### src/pkg/alert_accum_defines.svh
// Purpose: named offsets, reset values and widths of the alert mask and accumulator bank
// Assumes: eight-bit register port, byte offsets as printed
// Notes: definitions only
`ifndef ALERT_ACCUM_DEFINES_SVH
`define ALERT_ACCUM_DEFINES_SVH

// =====================================================================
// register offsets
`define ADDR_CHARGE_MASK 8'h8b
`define ADDR_ENERGY_MASK 8'h8c
`define ADDR_OVERFLOW_MASK 8'h8d
`define ADDR_TIMEBASE_MASK 8'h8e
`define ADDR_SUPPLY_MASK 8'h8f
`define ADDR_OCC_ONE_CTRL 8'hde
`define ADDR_OCC_TWO_CTRL 8'hdf
`define ADDR_ACC_CTRL_ONE 8'he1
`define ADDR_ACC_CTRL_TWO 8'he2
`define ADDR_DEADBAND_ONE 8'he4
`define ADDR_DEADBAND_TWO 8'he5

// =====================================================================
// implemented bits of each mask register and of accumulator control one
`define CHARGE_MASK_USED 8'h3f
`define ENERGY_MASK_USED 8'hcf
`define OVERFLOW_MASK_USED 8'hb7
`define TIMEBASE_MASK_USED 8'hff
`define SUPPLY_MASK_USED 8'h03
`define ACC_CTRL_ONE_USED 8'h0f

// =====================================================================
// reset values
`define MASK_RESET 8'hff
`define CTRL_RESET 8'h00
`define DEADBAND_RESET 8'h00
`define READ_IDLE 8'h00

// =====================================================================
// alert bit positions and data widths
`define SUPPLY_OCC_ONE_BIT 2
`define SUPPLY_OCC_TWO_BIT 3
`define REG_W 8
`define CUR_W 24
`define ACC_W 48
`define GAIN_W 8
`define ACC_COUNT 6

`endif

### src/pkg/alert_accum_pkg.sv
// Purpose: types shared by the alert mask and accumulator bank
// Assumes: widths from alert_accum_defines.svh
// Notes: field order of the control structs follows the bit layout, msb first
`include "alert_accum_defines.svh"

package alert_accum_pkg;

    // =================================================================
    // accumulation gate encoding
    typedef enum logic [1:0] {
        ACC_ALWAYS,
        ACC_POSITIVE,
        ACC_NEGATIVE,
        ACC_NEVER
    } accum_mode_e;

    typedef struct packed {
        logic [1:0] overcurrent_polarity;
        logic [1:0] overcurrent_deglitch;
        logic [2:0] overcurrent_threshold;
        logic overcurrent_enable;
    } occ_control_s;

    typedef struct packed {
        logic [3:0] unused;
        accum_mode_e second_current_gate;
        accum_mode_e first_current_gate;
    } acc_control_one_s;

    typedef struct packed {
        accum_mode_e weighted_energy_second_gate;
        accum_mode_e weighted_energy_first_gate;
        accum_mode_e weighted_charge_second_gate;
        accum_mode_e weighted_charge_first_gate;
    } acc_control_two_s;

    typedef struct packed {
        logic [`REG_W-1:0] charge_alert_flags;
        logic [`REG_W-1:0] energy_alert_flags;
        logic [`REG_W-1:0] overflow_alert_flags;
        logic [`REG_W-1:0] timebase_alert_flags;
        logic [`REG_W-1:0] supply_alert_flags;
    } alert_flags_s;

    typedef struct packed {
        logic signed [`CUR_W-1:0] current_one;
        logic signed [`CUR_W-1:0] current_two;
        logic signed [`CUR_W-1:0] power_one;
        logic signed [`CUR_W-1:0] power_two;
    } sample_s;

    typedef struct packed {
        logic signed [`ACC_W-1:0] charge_one;
        logic signed [`ACC_W-1:0] charge_two;
        logic signed [`ACC_W-1:0] charge_weighted;
        logic signed [`ACC_W-1:0] energy_one;
        logic signed [`ACC_W-1:0] energy_two;
        logic signed [`ACC_W-1:0] energy_weighted;
    } accum_s;

endpackage : alert_accum_pkg

### src/logic/alert_mask_accum_control.sv
// Purpose: alert masks steering heartbeat stop, overcurrent and accumulator control
// Assumes: register port and all inputs except sys_rst_i synchronous to mclk_i
// Notes: accumulators and threshold triggers update one cycle after a sample
`include "alert_accum_defines.svh"
`timescale 1ns/1ns
`default_nettype none

module alert_mask_accum_control (
    input wire logic mclk_i,
    input wire logic sys_rst_i,
    input wire logic [`REG_W-1:0] reg_addr_i,
    input wire logic reg_wr_i,
    input wire logic [`REG_W-1:0] reg_wdata_i,
    input wire logic reg_rd_i,
    output logic [`REG_W-1:0] reg_rdata_o,
    output logic reg_rvalid_o,
    input wire alert_accum_pkg::alert_flags_s alert_flags_i,
    input wire logic heartbeat_a_config_i,
    input wire logic sample_valid_i,
    input wire alert_accum_pkg::sample_s sample_i,
    input wire logic [`GAIN_W-1:0] gain_one_i,
    input wire logic [`GAIN_W-1:0] gain_two_i,
    output logic heartbeat_a_stop_o,
    output logic heartbeat_b_enable_o,
    output logic heartbeat_b_stop_o,
    output alert_accum_pkg::occ_control_s overcurrent_one_cfg_o,
    output alert_accum_pkg::occ_control_s overcurrent_two_cfg_o,
    output alert_accum_pkg::accum_s accum_o,
    output logic [`ACC_COUNT-1:0] threshold_check_o
);

    // =================================================================
    // register state
    logic [`REG_W-1:0] charge_alert_mask_reg, charge_alert_mask_next;
    logic [`REG_W-1:0] energy_alert_mask_reg, energy_alert_mask_next;
    logic [`REG_W-1:0] overflow_alert_mask_reg, overflow_alert_mask_next;
    logic [`REG_W-1:0] timebase_alert_mask_reg, timebase_alert_mask_next;
    logic [`REG_W-1:0] supply_alert_mask_reg, supply_alert_mask_next;
    alert_accum_pkg::occ_control_s occ_one_reg, occ_one_next;
    alert_accum_pkg::occ_control_s occ_two_reg, occ_two_next;
    alert_accum_pkg::acc_control_one_s acc_ctrl_one_reg, acc_ctrl_one_next;
    alert_accum_pkg::acc_control_two_s acc_ctrl_two_reg, acc_ctrl_two_next;
    logic [`REG_W-1:0] deadband_one_reg, deadband_one_next;
    logic [`REG_W-1:0] deadband_two_reg, deadband_two_next;
    logic [`REG_W-1:0] rdata_reg, rdata_next;
    logic rvalid_reg, rvalid_next;

    always_comb begin
        charge_alert_mask_next = charge_alert_mask_reg;
        energy_alert_mask_next = energy_alert_mask_reg;
        overflow_alert_mask_next = overflow_alert_mask_reg;
        timebase_alert_mask_next = timebase_alert_mask_reg;
        supply_alert_mask_next = supply_alert_mask_reg;
        occ_one_next = occ_one_reg;
        occ_two_next = occ_two_reg;
        acc_ctrl_one_next = acc_ctrl_one_reg;
        acc_ctrl_two_next = acc_ctrl_two_reg;
        deadband_one_next = deadband_one_reg;
        deadband_two_next = deadband_two_reg;
        if (reg_wr_i) begin
            // unimplemented mask bits are dropped so they read back zero
            unique case (reg_addr_i)
                `ADDR_CHARGE_MASK: charge_alert_mask_next = reg_wdata_i & `CHARGE_MASK_USED;
                `ADDR_ENERGY_MASK: energy_alert_mask_next = reg_wdata_i & `ENERGY_MASK_USED;
                `ADDR_OVERFLOW_MASK: overflow_alert_mask_next = reg_wdata_i & `OVERFLOW_MASK_USED;
                `ADDR_TIMEBASE_MASK: timebase_alert_mask_next = reg_wdata_i & `TIMEBASE_MASK_USED;
                `ADDR_SUPPLY_MASK: supply_alert_mask_next = reg_wdata_i & `SUPPLY_MASK_USED;
                `ADDR_OCC_ONE_CTRL: occ_one_next = reg_wdata_i;
                `ADDR_OCC_TWO_CTRL: occ_two_next = reg_wdata_i;
                `ADDR_ACC_CTRL_ONE: acc_ctrl_one_next = reg_wdata_i & `ACC_CTRL_ONE_USED;
                `ADDR_ACC_CTRL_TWO: acc_ctrl_two_next = reg_wdata_i;
                `ADDR_DEADBAND_ONE: deadband_one_next = reg_wdata_i;
                `ADDR_DEADBAND_TWO: deadband_two_next = reg_wdata_i;
                default: ;
            endcase
        end
        rvalid_next = reg_rd_i;
        rdata_next = rdata_reg;
        if (reg_rd_i) begin
            unique case (reg_addr_i)
                `ADDR_CHARGE_MASK: rdata_next = charge_alert_mask_reg;
                `ADDR_ENERGY_MASK: rdata_next = energy_alert_mask_reg;
                `ADDR_OVERFLOW_MASK: rdata_next = overflow_alert_mask_reg;
                `ADDR_TIMEBASE_MASK: rdata_next = timebase_alert_mask_reg;
                `ADDR_SUPPLY_MASK: rdata_next = supply_alert_mask_reg;
                `ADDR_OCC_ONE_CTRL: rdata_next = occ_one_reg;
                `ADDR_OCC_TWO_CTRL: rdata_next = occ_two_reg;
                `ADDR_ACC_CTRL_ONE: rdata_next = acc_ctrl_one_reg;
                `ADDR_ACC_CTRL_TWO: rdata_next = acc_ctrl_two_reg;
                `ADDR_DEADBAND_ONE: rdata_next = deadband_one_reg;
                `ADDR_DEADBAND_TWO: rdata_next = deadband_two_reg;
                default: rdata_next = `READ_IDLE;
            endcase
        end
    end

    always_ff @(posedge mclk_i or posedge sys_rst_i) begin
        if (sys_rst_i) begin
            charge_alert_mask_reg <= `MASK_RESET & `CHARGE_MASK_USED;
            energy_alert_mask_reg <= `MASK_RESET & `ENERGY_MASK_USED;
            overflow_alert_mask_reg <= `MASK_RESET & `OVERFLOW_MASK_USED;
            timebase_alert_mask_reg <= `MASK_RESET & `TIMEBASE_MASK_USED;
            supply_alert_mask_reg <= `MASK_RESET & `SUPPLY_MASK_USED;
            occ_one_reg <= `CTRL_RESET;
            occ_two_reg <= `CTRL_RESET;
            acc_ctrl_one_reg <= `CTRL_RESET;
            acc_ctrl_two_reg <= `CTRL_RESET;
            deadband_one_reg <= `DEADBAND_RESET;
            deadband_two_reg <= `DEADBAND_RESET;
            rdata_reg <= `READ_IDLE;
            rvalid_reg <= 1'b0;
        end else begin
            charge_alert_mask_reg <= charge_alert_mask_next;
            energy_alert_mask_reg <= energy_alert_mask_next;
            overflow_alert_mask_reg <= overflow_alert_mask_next;
            timebase_alert_mask_reg <= timebase_alert_mask_next;
            supply_alert_mask_reg <= supply_alert_mask_next;
            occ_one_reg <= occ_one_next;
            occ_two_reg <= occ_two_next;
            acc_ctrl_one_reg <= acc_ctrl_one_next;
            acc_ctrl_two_reg <= acc_ctrl_two_next;
            deadband_one_reg <= deadband_one_next;
            deadband_two_reg <= deadband_two_next;
            rdata_reg <= rdata_next;
            rvalid_reg <= rvalid_next;
        end
    end

    // =================================================================
    // heartbeat control
    logic hb_a_stop_reg, hb_a_stop_next;
    logic hb_b_enable_reg, hb_b_enable_next;
    logic hb_b_stop_reg, hb_b_stop_next;
    logic masked_alert;
    logic occ_alert;

    always_comb begin
        // a one in the mask hides the alert, but supply bits 2 and 3 still stop heartbeat a through occ_alert
        masked_alert = |(alert_flags_i.charge_alert_flags & ~charge_alert_mask_reg
                         & `CHARGE_MASK_USED)
            | |(alert_flags_i.energy_alert_flags & ~energy_alert_mask_reg & `ENERGY_MASK_USED)
            | |(alert_flags_i.overflow_alert_flags & ~overflow_alert_mask_reg
                & `OVERFLOW_MASK_USED)
            | |(alert_flags_i.timebase_alert_flags & ~timebase_alert_mask_reg
                & `TIMEBASE_MASK_USED)
            | |(alert_flags_i.supply_alert_flags & ~supply_alert_mask_reg & `SUPPLY_MASK_USED);
        occ_alert = alert_flags_i.supply_alert_flags[`SUPPLY_OCC_ONE_BIT]
            | alert_flags_i.supply_alert_flags[`SUPPLY_OCC_TWO_BIT];
        hb_a_stop_next = heartbeat_a_config_i & (masked_alert | occ_alert);
        hb_b_enable_next = occ_one_reg.overcurrent_enable | occ_two_reg.overcurrent_enable;
        hb_b_stop_next = hb_b_enable_next & occ_alert;
    end

    always_ff @(posedge mclk_i or posedge sys_rst_i) begin
        if (sys_rst_i) begin
            hb_a_stop_reg <= 1'b0;
            hb_b_enable_reg <= 1'b0;
            hb_b_stop_reg <= 1'b0;
        end else begin
            hb_a_stop_reg <= hb_a_stop_next;
            hb_b_enable_reg <= hb_b_enable_next;
            hb_b_stop_reg <= hb_b_stop_next;
        end
    end

    // =================================================================
    // accumulation gating
    // sign gate shared by every field
    function automatic logic gate_ok(input alert_accum_pkg::accum_mode_e mode,
                                     input logic signed [`CUR_W-1:0] cur);
        logic ok;
        ok = 1'b0;
        unique case (mode)
            alert_accum_pkg::ACC_ALWAYS: ok = 1'b1;
            alert_accum_pkg::ACC_POSITIVE: ok = (cur > 0);
            alert_accum_pkg::ACC_NEGATIVE: ok = (cur < 0);
            alert_accum_pkg::ACC_NEVER: ok = 1'b0;
        endcase
        return ok;
    endfunction : gate_ok

    // magnitude of most-negative input comes out exact when read unsigned, still far above any deadband
    function automatic logic [`CUR_W-1:0] magnitude(input logic signed [`CUR_W-1:0] cur);
        logic [`CUR_W-1:0] mag;
        mag = cur[`CUR_W-1] ? `CUR_W'(-cur) : `CUR_W'(cur);
        return mag;
    endfunction : magnitude

    alert_accum_pkg::accum_s acc_reg, acc_next;
    logic [`ACC_COUNT-1:0] check_reg, check_next;
    logic db_one_ok, db_two_ok;
    logic g_c1, g_c2, g_e1, g_e2, g_wc1, g_wc2, g_we1, g_we2;
    logic signed [`CUR_W+`GAIN_W:0] w_cur_one, w_cur_two, w_pow_one, w_pow_two;

    always_comb begin
        db_one_ok = magnitude(sample_i.current_one) >= `CUR_W'(deadband_one_reg);
        db_two_ok = magnitude(sample_i.current_two) >= `CUR_W'(deadband_two_reg);
        g_c1 = db_one_ok & gate_ok(acc_ctrl_one_reg.first_current_gate, sample_i.current_one);
        g_e1 = g_c1;
        g_c2 = db_two_ok & gate_ok(acc_ctrl_one_reg.second_current_gate, sample_i.current_two);
        g_e2 = g_c2;
        g_wc1 = db_one_ok
            & gate_ok(acc_ctrl_two_reg.weighted_charge_first_gate, sample_i.current_one);
        g_wc2 = db_two_ok
            & gate_ok(acc_ctrl_two_reg.weighted_charge_second_gate, sample_i.current_two);
        g_we1 = db_one_ok
            & gate_ok(acc_ctrl_two_reg.weighted_energy_first_gate, sample_i.current_one);
        g_we2 = db_two_ok
            & gate_ok(acc_ctrl_two_reg.weighted_energy_second_gate, sample_i.current_two);
        w_cur_one = sample_i.current_one * $signed({1'b0, gain_one_i});
        w_cur_two = sample_i.current_two * $signed({1'b0, gain_two_i});
        w_pow_one = sample_i.power_one * $signed({1'b0, gain_one_i});
        w_pow_two = sample_i.power_two * $signed({1'b0, gain_two_i});

        acc_next = acc_reg;
        check_next = '0;
        if (sample_valid_i) begin
            // each accumulator takes its own quantity
            if (g_c1) begin
                acc_next.charge_one = acc_reg.charge_one + `ACC_W'(sample_i.current_one);
            end
            if (g_c2) begin
                acc_next.charge_two = acc_reg.charge_two + `ACC_W'(sample_i.current_two);
            end
            if (g_e1) begin
                acc_next.energy_one = acc_reg.energy_one + `ACC_W'(sample_i.power_one);
            end
            if (g_e2) begin
                acc_next.energy_two = acc_reg.energy_two + `ACC_W'(sample_i.power_two);
            end
            acc_next.charge_weighted = acc_reg.charge_weighted
                + (g_wc1 ? `ACC_W'(w_cur_one) : `ACC_W'(0))
                + (g_wc2 ? `ACC_W'(w_cur_two) : `ACC_W'(0));
            acc_next.energy_weighted = acc_reg.energy_weighted
                + (g_we1 ? `ACC_W'(w_pow_one) : `ACC_W'(0))
                + (g_we2 ? `ACC_W'(w_pow_two) : `ACC_W'(0));
            check_next = {g_we1 | g_we2, g_e2, g_e1, g_wc1 | g_wc2, g_c2, g_c1};
        end
    end

    always_ff @(posedge mclk_i or posedge sys_rst_i) begin
        if (sys_rst_i) begin
            acc_reg <= '0;
            check_reg <= '0;
        end else begin
            acc_reg <= acc_next;
            check_reg <= check_next;
        end
    end

    // =================================================================
    // outputs
    assign reg_rdata_o = rdata_reg;
    assign reg_rvalid_o = rvalid_reg;
    assign heartbeat_a_stop_o = hb_a_stop_reg;
    assign heartbeat_b_enable_o = hb_b_enable_reg;
    assign heartbeat_b_stop_o = hb_b_stop_reg;
    assign overcurrent_one_cfg_o = occ_one_reg;
    assign overcurrent_two_cfg_o = occ_two_reg;
    assign accum_o = acc_reg;
    assign threshold_check_o = check_reg;

endmodule : alert_mask_accum_control

`default_nettype wire

### config.mk
export PLATFORM = sky130hd
export DESIGN_NAME = alert_mask_accum_control
export DESIGN_NICKNAME = d
export VERILOG_FILES = /design/src/pkg/alert_accum_pkg.sv /design/src/logic/alert_mask_accum_control.sv
export VERILOG_INCLUDE_DIRS = /design/src /design/src/pkg
export SDC_FILE = /design/constraint.sdc
export NUM_CORES = 2
export LEC_CHECK = 0
export BUFFER_PORTS_ARGS = -buffer_cell sky130_fd_sc_hd__buf_4
export CORE_ASPECT_RATIO = 0.9
export CORE_MARGIN = 2
export CORE_UTILIZATION = 57
export CTS_CLUSTER_DIAMETER = 120
export DETAILED_ROUTE_END_ITERATION = 8
export GPL_TIMING_DRIVEN = 0
export PLACE_DENSITY = 0.77
export SLEW_MARGIN = 0
export SYNTH_ARGS = -nofsm -noshare
export SYNTH_HDL_FRONTEND = slang
export SYNTH_SLANG_ARGS = --single-unit
### constraint.sdc
create_clock -name mclk_i -period 10.05 [get_ports mclk_i]
set_input_delay 0.5025 -clock mclk_i [delete_from_list [all_inputs] [get_ports mclk_i]]
set_output_delay 0.5025 -clock mclk_i [all_outputs]
set_load 0.05 [all_outputs]
==> summary.txt <==
I/O Buffers: 465
Initial Utilization: 57.51%
Final nets: 8,732
core area: 101,900 um^2
Tmin final: 9.573 ns
max_cap viols: 0
Fmax: 104.5 MHz
H-tree Lvls: 2
Worst Tran Pin Value: 1.452 ns
GRT Overall Usage: 33.79%
status: finished, final reports clean
pre-CTS WS: -1.808 ns
area delta synth->final: 12.48%
RSZ-0062 raised after global routing: false
startpoint types: primary input
critical path's slowest cell: clkbuf_1
post-synthesis sequential area ratio: 16.11%
Rel. slew slack: 3.206%
WL per Instance: 20.40 um
top cell type's share of synthesized area: 23.90%
drt drc: 0
first-pass GRT wire length: 280.8 mm
pin count of the biggest net entering global routing: 41
most common cell after layout, fill and taps aside: inv_1
crit-path max FO: 10
Seq cells post-synth: 376
worst path required time: 10.56 ns
crit path DAT: 10.09 ns
crit path launch: gain_two_i[3]
final worst setup slack: 0.4772 ns
Tcrit/Tclk final: 95.25%
delay-heaviest family, CP: compound AO/OA/AOI/OAI gates
first-pass iteration count of the detailed router: 7
Num CTS Buffers: 50
WHS: 0.07880 ns
DR vias: 50,751
Post-DRT Antenna Nets: 0
die width: 342.1 um
FF-to-FF End: accum_o[188]
Iter 0 DRT Violations: 4,223
CTS tree: yes
GPL Wtd Cong: 1.001
most used cell, CP: fa_1
die footprint: 105,400 um^2
CP Depth: 33
Site Rows: 111
clk buf depth: 3
CP max stage delay: 0.62 ns
worst min-delay path category: primary input to register
Reg-to-Reg Start: deadband_one_reg[5]
Final Hold Viols: 0
vias in the first global route: 51,243
IO Pins: 496
Setup Viol. Count Final: 0
initial antenna violation count: 8
CTS root buf: clkbuf_16
CP bufs+invs: 7
mux contribution to synthesized area: 3.186%
Clock transition at path regs: 0.06 ns
prevailing post-synth register cell: dfrtp_1
Post-Syn Instances: 6,759
clk_lat worst skew: 0.66 ns
XOR/XNOR Fraction of Synth Area: 5.782%
Crit Path Category: primary input to register
drt total wl: 177.5 mm
Final Max Slew Viols: 0
CP endpoint: accum_o[188]
number of flops mapped to enable cells by yosys: 0
Mapped Area: 58,630 um^2
clock sink count: 376
yosys warns: 0
area leader, netlist: fa_1
Reg2Reg Depth: 26
Synth area leaders: fa_1 (24%), dfrtp_1 (15%), ha_1 (12%), inv_1 (6.6%), nand2_1 (4.9%)
post-synthesis compound-gate area fraction: 14.97%
die height: 308.3 um
Netlist cell types: 86
main combinational cell family by area after synthesis: adder cells
clock skew: 0.03460 ns
GR Overflow Total: 0
Post-synth ARST share: 100.0%
adder-cell share of the synthesized area: 35.90%
HPWL after DPL: 144.5 mm
share of layout cells above drive strength 1: 11.23%
FF-to-FF setup slack: 1.42 ns
Setup crit end kind: register
most frequent cells in the layout: inv_1 (1,030), nand2_1 (770), fa_1 (700)
number of flip-flops in the largest register: 288
Post-Synth Simple-Gate Area: 15.81%
Post-Syn Area per Cell: 8.674 um^2
vias per cell: 5.833
Syn Nets: 8,195
-- final cells by class --
cell class	count	area (um^2)
multi-input cells	5107	44370
fillers	8560	36000
flip-flops and latches	376	9444
inverters	1036	3900
repair buffers	489	3821
well taps	1356	1697
clock buffers	70	1456
plain buffers	236	940.9
clock inverters	23	291.5
diodes	8	20.02
-- worst reg2reg max path, delay by kind of cell (launching register included) --
kind / cells / cell delay (ns)
XOR/XNOR: 1 / 0.17
flip-flops: 1 / 0.40
AO/OA/AOI/OAI: 13 / 4.36
AND/OR/NAND/NOR: 5 / 1.70
adder cells (fa/ha/maj): 3 / 1.06
multiplexers: 1 / 0.27
buffers and inverters: 3 / 0.56
-- metal layers --
| metal | share of wire [%] | GRT usage (%) | up-vias |
|---|---|---|---|
| met1 | 42 | 46.40 | 25035 |
| met4 | 4.2 | 13.02 | 2 |
| li1 | - | - | 23324 |
| met5 | 0.0073 | 0 | - |
| met2 | 44 | 52.33 | 2017 |
| met3 | 9.1 | 7.316 | 373 |
-- what timing repair did --
item                                   4_1_cts  5_1_grt
hold buffers                                 2        0
gates cloned                                 0        0
setup buffers                                2        8
setup endpoints to repair                   15       25
endpoints found under the hold margin        7        0
gates resized for setup                      5       19
-- cells by family after synthesis --
family | after synthesis
flip-flops | 376
multiplexers | 167
XOR/XNOR | 383
AND/OR/NAND/NOR | 1909
AO/OA/AOI/OAI | 1386
adder cells (fa/ha/maj) | 1262
buffers and inverters | 1276
-- metrics by stage --
step	setup TNS, ns	std cells	instance area [um^2]	utilization, %
floorplan	0	6759	58630	-
detailed placement	-25.94	8592	64060	62.84
global placement	-23.94	8580	63820	62.60
finish	0	8701	65940	64.69
global route	0	8698	65930	64.68
CTS	0	8688	65850	64.60
-- how the worst min path moves through the flow --
| stage | from | to | cells past startpoint |
|---|---|---|---|
| 3_3_place_gp | accum_o[239] | accum_o[239] | 1 |
| 4_1_cts | alert_flags_i[2] | heartbeat_b_stop_o | 2 |
| 3_5_place_dp | accum_o[47] | accum_o[47] | 1 |
| 5_1_grt | alert_flags_i[2] | heartbeat_b_stop_o | 2 |
| 6_report | alert_flags_i[2] | heartbeat_b_stop_o | 2 |
| 2_1_floorplan | acc_ctrl_two_reg[3] | acc_ctrl_two_reg[3] | 1 |
-- cells in the mapped netlist, types with 11 or more instances --
library cell and count:
a2111oi_0 11, a211oi_1 42, a21boi_0 11, a21o_1 234
a21oi_1 364, a221oi_1 16, a31oi_1 41, and2_1 438
and3_1 46, buf_2 22, clkbuf_1 204, dfrtp_1 348
dfstp_2 28, fa_1 700, ha_1 562, inv_1 1033
mux2_2 147, mux2i_1 19, nand2_1 770, nand2b_1 54
nand3_1 83, nand4_1 39, nor2_1 266, nor2b_1 44
nor3_1 64, nor3b_1 12, nor4_1 16, o211ai_1 22
o21a_1 40, o21ai_0 354, o21bai_1 68, o22ai_1 19
o31ai_1 35, or3_1 25, or4_1 13, xnor2_1 221
xor2_1 159
Power is left out: the tool's default activity adds up to more than one toggle a clock period on the data nets, which glitch-free logic cannot reach.
